[src/rtl/utg_pkg.sv]
package utg_pkg;

    ////////////////////////////////////////////////////////////////////////
    // bus geometry
    localparam int ADDR_W  = 12;
    localparam int DATA_W  = 32;
    localparam int STRB_W  = 4;
    localparam int IDX_W   = 8;
    localparam int IDX_LSB = 2;

    ////////////////////////////////////////////////////////////////////////
    // register indices; byte address is four times the index
    localparam logic [IDX_W-1:0] IDX_HSTART  = 8'h5c;
    localparam logic [IDX_W-1:0] IDX_HSTOP   = 8'h5d;
    localparam logic [IDX_W-1:0] IDX_VSTART  = 8'h5e;
    localparam logic [IDX_W-1:0] IDX_VSTOP   = 8'h5f;
    localparam logic [IDX_W-1:0] IDX_COMBPOL = 8'h60;
    localparam logic [IDX_W-1:0] IDX_STATUS  = 8'h70;

    ////////////////////////////////////////////////////////////////////////
    // field layout
    localparam int PIX_W   = 16;
    localparam int LINE_W  = 15;
    localparam int REG_W   = 16;
    localparam int BIT_XOR = 0;
    localparam int BIT_OR  = 1;
    localparam int BIT_AND = 2;
    localparam int BIT_POL = 3;
    localparam int ST_HWIN = 0;
    localparam int ST_VWIN = 1;
    localparam int ST_OUT  = 2;

    localparam logic [REG_W-1:0] MASK_H  = 16'hffff;
    localparam logic [REG_W-1:0] MASK_V  = 16'h7fff;
    localparam logic [REG_W-1:0] MASK_OP = 16'h000f;

    ////////////////////////////////////////////////////////////////////////
    // reset values
    localparam logic [REG_W-1:0] RST_WIN     = 16'h0000;
    localparam logic [REG_W-1:0] RST_COMBPOL = 16'h0008;
    localparam logic             RST_OUT     = 1'b1;

    localparam logic [1:0] RESP_OKAY   = 2'h0;
    localparam logic [1:0] RESP_SLVERR = 2'h2;

    typedef struct packed {
        logic [PIX_W-1:0]  hstart;
        logic [PIX_W-1:0]  hstop;
        logic [LINE_W-1:0] vstart;
        logic [LINE_W-1:0] vstop;
        logic [REG_W-1:0]  combpol;
    } utg_cfg_t;

    typedef struct packed {
        logic [PIX_W-1:0]  pix;
        logic [LINE_W-1:0] line;
    } utg_pos_t;

endpackage : utg_pkg

[src/rtl/utg_top.sv]
// Register access over AXI4-Lite was chosen for this implementation.
`timescale 1ns/1ns
`default_nettype none

module utg_top (
    input  wire logic                        core_clk,             // pixel clock, 250 MHz
    input  wire logic                        rstn,                 // async reset, active low
    input  wire utg_pkg::utg_pos_t           pos,                  // current pixel and field line
    input  wire logic [utg_pkg::ADDR_W-1:0]  s_axi_awaddr,         // write address
    input  wire logic [2:0]                  s_axi_awprot,         // unused protection
    input  wire logic                        s_axi_awvalid,        // write address valid
    output logic                             s_axi_awready,        // write address ready
    input  wire logic [utg_pkg::DATA_W-1:0]  s_axi_wdata,          // write data
    input  wire logic [utg_pkg::STRB_W-1:0]  s_axi_wstrb,          // write byte lanes
    input  wire logic                        s_axi_wvalid,         // write data valid
    output logic                             s_axi_wready,         // write data ready
    output logic [1:0]                       s_axi_bresp,          // write response
    output logic                             s_axi_bvalid,         // write response valid
    input  wire logic                        s_axi_bready,         // write response ready
    input  wire logic [utg_pkg::ADDR_W-1:0]  s_axi_araddr,         // read address
    input  wire logic [2:0]                  s_axi_arprot,         // unused protection
    input  wire logic                        s_axi_arvalid,        // read address valid
    output logic                             s_axi_arready,        // read address ready
    output logic [utg_pkg::DATA_W-1:0]       s_axi_rdata,          // read data
    output logic [1:0]                       s_axi_rresp,          // read response
    output logic                             s_axi_rvalid,         // read data valid
    input  wire logic                        s_axi_rready,         // read data ready
    output logic                             custom_horiz_window,  // horizontal window, high active
    output logic                             custom_vert_window,   // vertical window, high active
    output logic                             custom_timing_output  // final user signal two
);

    ////////////////////////////////////////////////////////////////////////
    // address decode and write merge helpers

    function automatic logic idx_hit(
        input logic [utg_pkg::ADDR_W-1:0] addr,
        input logic [utg_pkg::IDX_W-1:0]  idx
    );
        logic [utg_pkg::ADDR_W-1:0] want;
        want = {{(utg_pkg::ADDR_W-utg_pkg::IDX_W-utg_pkg::IDX_LSB){1'b0}},
                idx, {utg_pkg::IDX_LSB{1'b0}}};
        // low two address bits are ignored: every register is one aligned word
        idx_hit = (addr[utg_pkg::ADDR_W-1:utg_pkg::IDX_LSB]
                   == want[utg_pkg::ADDR_W-1:utg_pkg::IDX_LSB]);
    endfunction : idx_hit

    function automatic logic [utg_pkg::REG_W-1:0] merge(
        input logic [utg_pkg::REG_W-1:0]  old,
        input logic [utg_pkg::DATA_W-1:0] data,
        input logic [utg_pkg::STRB_W-1:0] strb,
        input logic [utg_pkg::REG_W-1:0]  mask
    );
        logic [utg_pkg::REG_W-1:0] val;
        val = old;
        if (strb[0]) begin
            val[7:0] = data[7:0];
        end
        if (strb[1]) begin
            val[15:8] = data[15:8];
        end
        // reserved bits are not stored, so a stray one cannot steer the output
        merge = val & mask;
    endfunction : merge

    ////////////////////////////////////////////////////////////////////////
    // configuration and status state

    utg_pkg::utg_cfg_t cfg_reg;
    utg_pkg::utg_cfg_t cfg_next;
    logic              hwin_reg;
    logic              hwin_next;
    logic              vwin_reg;
    logic              vwin_next;
    logic              out_reg;
    logic              out_next;

    ////////////////////////////////////////////////////////////////////////
    // write channel state

    logic                        aw_hold_reg;
    logic                        aw_hold_next;
    logic [utg_pkg::ADDR_W-1:0]  aw_addr_reg;
    logic [utg_pkg::ADDR_W-1:0]  aw_addr_next;
    logic                        w_hold_reg;
    logic                        w_hold_next;
    logic [utg_pkg::DATA_W-1:0]  w_data_reg;
    logic [utg_pkg::DATA_W-1:0]  w_data_next;
    logic [utg_pkg::STRB_W-1:0]  w_strb_reg;
    logic [utg_pkg::STRB_W-1:0]  w_strb_next;
    logic                        bvalid_reg;
    logic                        bvalid_next;
    logic [1:0]                  bresp_reg;
    logic [1:0]                  bresp_next;
    logic                        wr_do;

    ////////////////////////////////////////////////////////////////////////
    // read channel state

    logic                        rvalid_reg;
    logic                        rvalid_next;
    logic [utg_pkg::DATA_W-1:0]  rdata_reg;
    logic [utg_pkg::DATA_W-1:0]  rdata_next;
    logic [1:0]                  rresp_reg;
    logic [1:0]                  rresp_next;

    // a new address or data beat waits until the previous response is gone
    assign s_axi_awready = !aw_hold_reg && !bvalid_reg;
    assign s_axi_wready  = !w_hold_reg && !bvalid_reg;
    assign s_axi_arready = !rvalid_reg;
    assign s_axi_bvalid  = bvalid_reg;
    assign s_axi_bresp   = bresp_reg;
    assign s_axi_rvalid  = rvalid_reg;
    assign s_axi_rdata   = rdata_reg;
    assign s_axi_rresp   = rresp_reg;

    ////////////////////////////////////////////////////////////////////////
    // write path: address and data are latched in any order, then applied

    assign wr_do = aw_hold_reg && w_hold_reg;

    always_comb begin
        aw_hold_next = aw_hold_reg;
        aw_addr_next = aw_addr_reg;
        w_hold_next  = w_hold_reg;
        w_data_next  = w_data_reg;
        w_strb_next  = w_strb_reg;
        bvalid_next  = bvalid_reg;
        bresp_next   = bresp_reg;
        cfg_next     = cfg_reg;
        if (s_axi_awvalid && s_axi_awready) begin
            aw_hold_next = 1'b1;
            aw_addr_next = s_axi_awaddr;
        end
        if (s_axi_wvalid && s_axi_wready) begin
            w_hold_next = 1'b1;
            w_data_next = s_axi_wdata;
            w_strb_next = s_axi_wstrb;
        end
        if (bvalid_reg && s_axi_bready) begin
            bvalid_next = 1'b0;
        end
        if (wr_do) begin
            aw_hold_next = 1'b0;
            w_hold_next  = 1'b0;
            bvalid_next  = 1'b1;
            bresp_next   = utg_pkg::RESP_OKAY;
            if (idx_hit(aw_addr_reg, utg_pkg::IDX_HSTART)) begin
                cfg_next.hstart = merge(cfg_reg.hstart, w_data_reg, w_strb_reg,
                                        utg_pkg::MASK_H);
            end else if (idx_hit(aw_addr_reg, utg_pkg::IDX_HSTOP)) begin
                cfg_next.hstop = merge(cfg_reg.hstop, w_data_reg, w_strb_reg,
                                       utg_pkg::MASK_H);
            end else if (idx_hit(aw_addr_reg, utg_pkg::IDX_VSTART)) begin
                cfg_next.vstart = utg_pkg::LINE_W'(merge({1'b0, cfg_reg.vstart},
                                  w_data_reg, w_strb_reg, utg_pkg::MASK_V));
            end else if (idx_hit(aw_addr_reg, utg_pkg::IDX_VSTOP)) begin
                cfg_next.vstop = utg_pkg::LINE_W'(merge({1'b0, cfg_reg.vstop},
                                 w_data_reg, w_strb_reg, utg_pkg::MASK_V));
            end else if (idx_hit(aw_addr_reg, utg_pkg::IDX_COMBPOL)) begin
                cfg_next.combpol = merge(cfg_reg.combpol, w_data_reg, w_strb_reg,
                                         utg_pkg::MASK_OP);
            end else begin
                // status is read only, and holes answer with an error
                bresp_next = utg_pkg::RESP_SLVERR;
            end
        end
    end

    always_ff @(posedge core_clk or negedge rstn) begin
        if (!rstn) begin
            aw_hold_reg     <= 1'b0;
            aw_addr_reg     <= '0;
            w_hold_reg      <= 1'b0;
            w_data_reg      <= '0;
            w_strb_reg      <= '0;
            bvalid_reg      <= 1'b0;
            bresp_reg       <= utg_pkg::RESP_OKAY;
            cfg_reg.hstart  <= utg_pkg::RST_WIN;
            cfg_reg.hstop   <= utg_pkg::RST_WIN;
            cfg_reg.vstart  <= utg_pkg::LINE_W'(utg_pkg::RST_WIN);
            cfg_reg.vstop   <= utg_pkg::LINE_W'(utg_pkg::RST_WIN);
            cfg_reg.combpol <= utg_pkg::RST_COMBPOL;
        end else begin
            aw_hold_reg <= aw_hold_next;
            aw_addr_reg <= aw_addr_next;
            w_hold_reg  <= w_hold_next;
            w_data_reg  <= w_data_next;
            w_strb_reg  <= w_strb_next;
            bvalid_reg  <= bvalid_next;
            bresp_reg   <= bresp_next;
            cfg_reg     <= cfg_next;
        end
    end

    ////////////////////////////////////////////////////////////////////////
    // read path: data is answered the cycle after the address is taken

    always_comb begin
        rvalid_next = rvalid_reg;
        rdata_next  = rdata_reg;
        rresp_next  = rresp_reg;
        if (rvalid_reg && s_axi_rready) begin
            rvalid_next = 1'b0;
        end
        if (s_axi_arvalid && s_axi_arready) begin
            rvalid_next = 1'b1;
            rdata_next  = '0;
            rresp_next  = utg_pkg::RESP_OKAY;
            if (idx_hit(s_axi_araddr, utg_pkg::IDX_HSTART)) begin
                rdata_next[utg_pkg::PIX_W-1:0] = cfg_reg.hstart;
            end else if (idx_hit(s_axi_araddr, utg_pkg::IDX_HSTOP)) begin
                rdata_next[utg_pkg::PIX_W-1:0] = cfg_reg.hstop;
            end else if (idx_hit(s_axi_araddr, utg_pkg::IDX_VSTART)) begin
                rdata_next[utg_pkg::LINE_W-1:0] = cfg_reg.vstart;
            end else if (idx_hit(s_axi_araddr, utg_pkg::IDX_VSTOP)) begin
                rdata_next[utg_pkg::LINE_W-1:0] = cfg_reg.vstop;
            end else if (idx_hit(s_axi_araddr, utg_pkg::IDX_COMBPOL)) begin
                rdata_next[utg_pkg::REG_W-1:0] = cfg_reg.combpol;
            end else if (idx_hit(s_axi_araddr, utg_pkg::IDX_STATUS)) begin
                rdata_next[utg_pkg::ST_HWIN] = hwin_reg;
                rdata_next[utg_pkg::ST_VWIN] = vwin_reg;
                rdata_next[utg_pkg::ST_OUT]  = out_reg;
            end else begin
                rresp_next = utg_pkg::RESP_SLVERR;
            end
        end
    end

    always_ff @(posedge core_clk or negedge rstn) begin
        if (!rstn) begin
            rvalid_reg <= 1'b0;
            rdata_reg  <= '0;
            rresp_reg  <= utg_pkg::RESP_OKAY;
        end else begin
            rvalid_reg <= rvalid_next;
            rdata_reg  <= rdata_next;
            rresp_reg  <= rresp_next;
        end
    end

    ////////////////////////////////////////////////////////////////////////
    // window generation and combination

    logic h_act;
    logic v_act;
    logic comb;

    always_comb begin
        // windows include the start position and end before the stop position;
        // a start not below the stop simply gives an empty window
        h_act = (pos.pix >= cfg_reg.hstart) && (pos.pix < cfg_reg.hstop);
        // the line count is field relative, so values apply alike in every field
        v_act = (pos.line >= cfg_reg.vstart) && (pos.line < cfg_reg.vstop);
        if (cfg_reg.combpol[utg_pkg::BIT_AND]) begin
            comb = h_act && v_act;
        end else if (cfg_reg.combpol[utg_pkg::BIT_OR]) begin
            comb = h_act || v_act;
        end else if (cfg_reg.combpol[utg_pkg::BIT_XOR]) begin
            comb = h_act ^ v_act;
        end else begin
            comb = 1'b0;
        end
        hwin_next = h_act;
        vwin_next = v_act;
        // polarity set means the final signal idles high and pulses low
        out_next = cfg_reg.combpol[utg_pkg::BIT_POL] ? !comb : comb;
    end

    always_ff @(posedge core_clk or negedge rstn) begin
        if (!rstn) begin
            hwin_reg <= 1'b0;
            vwin_reg <= 1'b0;
            out_reg  <= utg_pkg::RST_OUT;
        end else begin
            hwin_reg <= hwin_next;
            vwin_reg <= vwin_next;
            out_reg  <= out_next;
        end
    end

    assign custom_horiz_window  = hwin_reg;
    assign custom_vert_window   = vwin_reg;
    assign custom_timing_output = out_reg;

endmodule : utg_top

`default_nettype wire

[config.mk]
export PLATFORM = sky130hd
export DESIGN_NAME = utg_top
export DESIGN_NICKNAME = d
export VERILOG_FILES = /design/src/rtl/utg_pkg.sv /design/src/rtl/utg_top.sv
export SDC_FILE = /design/constraint.sdc
export NUM_CORES = 1
export LEC_CHECK = 0
export ABC_AREA = 1
export BUFFER_PORTS_ARGS = -buffer_cell sky130_fd_sc_hd__buf_2
export CORE_MARGIN = 2
export CORE_UTILIZATION = 30
export CTS_CLUSTER_SIZE = 10
export DETAILED_ROUTE_END_ITERATION = 8
export PLACE_DENSITY = 0.46
export SYNTH_ARGS = -nofsm -noshare
export SYNTH_HDL_FRONTEND = slang
export SYNTH_SLANG_ARGS = --single-unit
[constraint.sdc]
create_clock -name core_clk -period 2.42 [get_ports core_clk]
set_clock_uncertainty 0.1 [all_clocks]
set_input_delay 0.726 -clock core_clk [delete_from_list [all_inputs] [get_ports core_clk]]
set_output_delay 0.726 -clock core_clk [all_outputs]
set_load 0.05 [all_outputs]
### Word-level counts from Yosys, hierarchy flattened

Index checks and enable logic that the tools add are counted.

* magnitude comparators: 4
* equal/unequal tests: 11
* muxes and demuxes: 31
* bitwise gates (word level): 5
* reduce and logical (&&, ||, !) cells: 30

Operators by type and width (count)
* $eq 10x7->1 const B: 11
* $mux 16: 2
* $mux 15: 2
* $mux 2: 11
* $ge 16x16->1: 1
* $lt 16x16->1: 1
* $ge 15x15->1: 1
* $lt 15x15->1: 1
* $mux 1: 14
* $reduce_and 6->1: 2
* $logic_and 1x1->1: 11
* $reduce_and 5->1: 2
* $reduce_and 4->1: 2
* $reduce_bool 2->1: 4
* $reduce_and 7->1: 1
* $mux 3: 2
* $reduce_and 3->1: 2
* $logic_not 1->1: 5
* $not 1->1: 4
* $logic_or 1x1->1: 1
* $xor 1x1->1: 1

* register bits: 123
* logic and storage cells: 103

### Depth between registers and ports, before layout

* word-level depth: 8
* mapped depth: 16

### Least setup slack after synthesis

OpenSTA, ideal clock, no wires.

* path type: input-to-reg
* from: in pos[12] (netlist bit)
* to: reg out_reg, in the netlist custom_timing_output
* library setup time: 0.075 ns
* arrival time: 2.271 ns
* data required time: 2.245 ns
* path slack: -0.026 ns
* stages: 12
* cells stage by stage: ha_1 -> a21oi_1 -> nor2_1 -> nor3_1 -> o21ai_0 -> a21oi_1 -> nand2_1 -> ha_1 -> a21oi_1 -> nor3_1 -> a21oi_1 -> xnor2_1

* longest elaborated chain between the ends: 8
* elaborated cells between the ends (all ways): 11
* those cells by class: order compare (2); mux (4); bitwise (1); reduce/logical (4)

Ends and longest elaborated chain
* start: declaration: line utg_top.sv:8 `input wire utg_pkg::utg_pos_t pos,`
* $ge 15x15->1 or $lt 15x15->1 (tied branches): line utg_top.sv:254 `v_act = (pos.line >= cfg_reg.vstart) && (pos.line < cfg_reg.vstop);`
* $logic_and 1x1->1 (*): line utg_top.sv:254
* $xor 1x1->1: line utg_top.sv:260 `comb = h_act ^ v_act;`
* $mux 1: line utg_top.sv:259 `end else if (cfg_reg.combpol[utg_pkg::BIT_XOR]) begin`
* $mux 1: line utg_top.sv:257 `end else if (cfg_reg.combpol[utg_pkg::BIT_OR]) begin`
* $mux 1 (*): line utg_top.sv:255 `if (cfg_reg.combpol[utg_pkg::BIT_AND]) begin`
* $logic_not 1->1: line utg_top.sv:267 `out_next = cfg_reg.combpol[utg_pkg::BIT_POL] ? !comb : comb;`
* $mux 1 (*): line utg_top.sv:267
* via out_next: line utg_top.sv:76 `logic out_next;`
* end signal: assignment: line utg_top.sv:274 `out_reg <= utg_pkg::RST_OUT;`
* end signal: assignment: line utg_top.sv:278 `out_reg <= out_next;`
* end: declaration: line utg_top.sv:75 `logic out_reg;`

Mark *: on every way through the listed nets, which the timed path passes. The rest lies on a longest branch.
A chain may end at the register's enable or synchronous reset.

### Worst setup path in the final report

* from: in pos[28] (netlist bit)
* to: reg out_reg, in the netlist custom_timing_output

* longest elaborated chain between the ends: 8
* elaborated cells between the ends (all ways): 11
* those cells by class: order compare (2); mux (4); bitwise (1); reduce/logical (4)

Ends and longest elaborated chain
* $ge 16x16->1 or $lt 16x16->1 (tied branches): line utg_top.sv:252 `h_act = (pos.pix >= cfg_reg.hstart) && (pos.pix < cfg_reg.hstop);`
* $logic_and 1x1->1 (*): line utg_top.sv:252
* $xor 1x1->1: line utg_top.sv:260
* $mux 1: line utg_top.sv:259
* $mux 1: line utg_top.sv:257
* $mux 1 (*): line utg_top.sv:255
* $logic_not 1->1: line utg_top.sv:267
* $mux 1 (*): line utg_top.sv:267
* via out_next: line utg_top.sv:76

Marked as above.

==> flow_summary.yaml <==
critical_path:
  timing.critical_path.to_type: "flip-flop"
  crit_path_frequent_cell: "sky130_fd_sc_hd__a21oi_2"
  crit_type: "in -> reg"
  r2r-start: "cfg_reg[59]"
  timing.critical_path.max_delay_family: "adder cells"
  worst_path_largest_cell_delay_ps: 310
  critPathSlowestCell: "sky130_fd_sc_hd__ha_1"
  startpoint: "pos[28]"
  timing.critical_path.fanout_max: 2
  worstPathCellList: "buf_2 -> ha_1 -> nand2_1 -> inv_1 -> o21ai_0 -> nand2_1 -> a21oi_2 -> nand3_4 -> ha_4 -> a21oi_2 -> nor3_2 -> a21oi_2 -> xnor2_1"
  critical_path_required_ps: 2660
  crit_arrival_ps: 2530
  timing.critical_path.from_type: "primary input"
  timing.critical_path.buf_inv: 2
grt:
  all_layer_global_routing_usage: 0.159
  met1_usage: 0.231
  grt_antenna_before_repair: 2
  met3_usage: 0.0372
  grt_use_met2: 0.234
  grt_max_degree: 38
  most_used_routing_layer_in_global_routing: "met2"
  grt_pass1_vias: 5588
  grt_overflow: 0
  first_pass_grt_wire_length_um: 30200
drt:
  viasPerCell: 4.34
  dr.first_iter.drc_count: 273
  drt.antenna.violating_nets: 0
  drcViolationCount: 0
  via_count: 5904
  drt_first_pass_iters: 5
  wl_per_cell_um: 13.8
  drt-total-wl_um: 18700
synthesis:
  mappedNetlistArea_sq_mm: 0.00713
  synthesis.area_per_instance_sq_um: 8.02
  synth.yosys.warnings: 0
  sequential_share_of_the_synthesized_area: 0.418
  synth_enable_flop_cells: 0
  async_flop_share: 1.00
  ys_dominant_reg_cell: "sky130_fd_sc_hd__dfrtp_1"
  synthCells: 889
  netlist-cell-type-count: 34
  synth-seq-cells: 119
place:
  detailed_place_hpwl_um: 14700
  port_buffers: 101
  gpl.final_weighted_congestion: 0.807
  postPlaceCellArea_sq_mm: 0.00813
timing:
  finalMaxSlewViolations: 0
  finalSetupViolCount: 0
  period_needed_ps: 2290
  slew-limit-headroom: 0.630
  rsz0062_at_grt: "yes"
  transition_time_at_the_pin_with_the_least_slew_margin_ps: 554
  achievable-frequency_mhz: 437
  min_period_over_period: 0.946
  finalHoldViolCount: 0
cells_and_area:
  layout.filler_cells: 2481
  sequential_cell_area_sq_mm: 0.00298
  post-route-cell-area_sq_mm: 0.00893
  multi_input_comb_area_sq_mm: 0.00361
  drive_gt1_frac: 0.263
  nNetsFinal: 1192
  largest_register_ff_count: 66
  mostFrequentLayoutCells: "sky130_fd_sc_hd__nand2_1, sky130_fd_sc_hd__inv_1, sky130_fd_sc_hd__dfrtp_1, sky130_fd_sc_hd__buf_2, sky130_fd_sc_hd__a21oi_1"
  most_common_cell_after_layout_fill_and_taps_aside: "sky130_fd_sc_hd__nand2_1"
  layout.core_utilization: 0.381
  flow.area_growth_from_synthesis_pct: 25.3
clock_tree:
  hold_buffers: 0
  clock-root-buffer: "sky130_fd_sc_hd__clkbuf_16"
  tritoncts.num_buffers: 17
  worst_skew_pair_later_pin_latency_ps: 420
  cts.sink_count: 119
  clock_path_buffers: 2
  clk_transition_reported_paths_ps: 60
  clock_tree_from_tritoncts: "done"
  htree_num_levels: 4
power_and_ir_drop:
  pwr-share-clk: 0.356
  power.ir.vdd_worst_mv: 0.847
  power_density_mw_per_mm2: 770
  p_total_mw: 6.88
  sequentialPowerShare: 0.373
  internal_power_mw: 4.45
  power.share.combinational: 0.271
  power.switching_mw: 2.42
  power_switching_share: 0.353
  p_leak_nw: 4.62
floorplanning:
  die_height_um: 158
  die_width_um: 158
  floorplan.initialDensity: 0.304
  rows: 56
  core_sq_mm: 0.0234
  dieArea_sq_mm: 0.0250
  ioPinCount: 148
min_path:
  min-delay-path-class: "in -> async"
status:
  run_status: "finished, final reports clean"
flow_run:
  drv.max_cap_violation_count: 0
routing by layer:
layer,vias to the layer above,wire [um]
li1,3124,-
met1,2643,9500
met2,123,7980
met3,12,1060
met4,2,180
met5,-,13
power groups by stage:
stage | registers (mW) | clock network, mW | logic [mW]
3_3_place_gp | 2.59 | 0 | 1.80
5_1_grt | 2.62 | 2.62 | 2.10
4_1_cts | 2.57 | 2.51 | 1.83
2_1_floorplan | 2.66 | 0 | 1.18
3_5_place_dp | 2.60 | 0 | 1.82
6_report | 2.56 | 2.45 | 1.86
stage by stage:
step | setup slack, ps | instances | setup TNS (ps) | hold WS, ps
after floorplan | 30.0 | 906 | 0 | 330
after global placement | -459 | 1318 | -477 | 357
after detailed placement | -484 | 1318 | -541 | 360
after CTS | 0.982 | 1350 | 0 | 172
after global routing | -30.1 | 1358 | -30.1 | 184
final | 130 | 1359 | 0 | 161
cell families after synthesis:
group	Yosys count	synth area share
AO/OA/AOI/OAI	169	0.139
XOR/XNOR	1	0.00123
adder cells (fa/ha/maj)	62	0.109
buffers and inverters	181	0.111
flip-flops	119	0.418
multiplexers	5	0.00790
other	1	0.000526
AND/OR/NAND/NOR	351	0.213
area by class of cell:
| type | instances | area share |
|---|---|---|
| Tap cell | 319 | 0.0447 |
| Clock buffer | 22 | 0.0509 |
| Multi-Input combinational cell | 606 | 0.405 |
| Antenna cell | 1 | 0.000280 |
| Sequential cell | 119 | 0.334 |
| Clock inverter | 10 | 0.0116 |
| Timing Repair Buffer | 141 | 0.0948 |
| Inverter | 141 | 0.0593 |
cells in the mapped netlist (all sizes together), types with 2 or more instances:
master	n	share of area
ha	62	0.11
dfrtp	117	0.41
inv	141	0.074
buf	32	0.032
o2111ai	3	0.0037
o21ai	82	0.074
dfstp	2	0.0074
mux2	5	0.0079
nor4	2	0.0018
nand3	47	0.035
nand4	8	0.0070
clkbuf	8	0.0042
a21oi	77	0.054
nand2	209	0.11
nor2	72	0.041
o21a	3	0.0032
nor3	13	0.014
worst register-to-register path, cell delays in order, from the launching register on:
cell and delay [ps]:
sky130_fd_sc_hd__dfrtp_1 380, sky130_fd_sc_hd__inv_1 90, sky130_fd_sc_hd__ha_1 250, sky130_fd_sc_hd__nand2_1 70, sky130_fd_sc_hd__inv_1 30, sky130_fd_sc_hd__o21ai_0 150
sky130_fd_sc_hd__nand2_1 90, sky130_fd_sc_hd__a21oi_2 230, sky130_fd_sc_hd__nand3_4 120, sky130_fd_sc_hd__ha_4 280, sky130_fd_sc_hd__a21oi_2 50, sky130_fd_sc_hd__nor3_2 170
sky130_fd_sc_hd__a21oi_2 50, sky130_fd_sc_hd__xnor2_1 160
final timing paths:
check | end | slack (ps) | depth (start not counted)
max | custom_timing_output | 130 | 13
min | cfg_reg[40] | 160 | 1
max reg2reg | custom_timing_output | 160 | 13
min reg2reg | s_axi_rdata[13] | 370 | 2
max in group asynchronous | custom_timing_output | 1440 | 2
min in group core_clk | s_axi_rdata[13] | 370 | 2
repair_timing:
action | CTS | global route
buffers inserted | 0 | 8
resized for setup | 5 | 32
endpoints found under the setup margin | 1 | 1
pin swaps | 0 | 17
No activity file was read; power rests on OpenSTA's default activity.
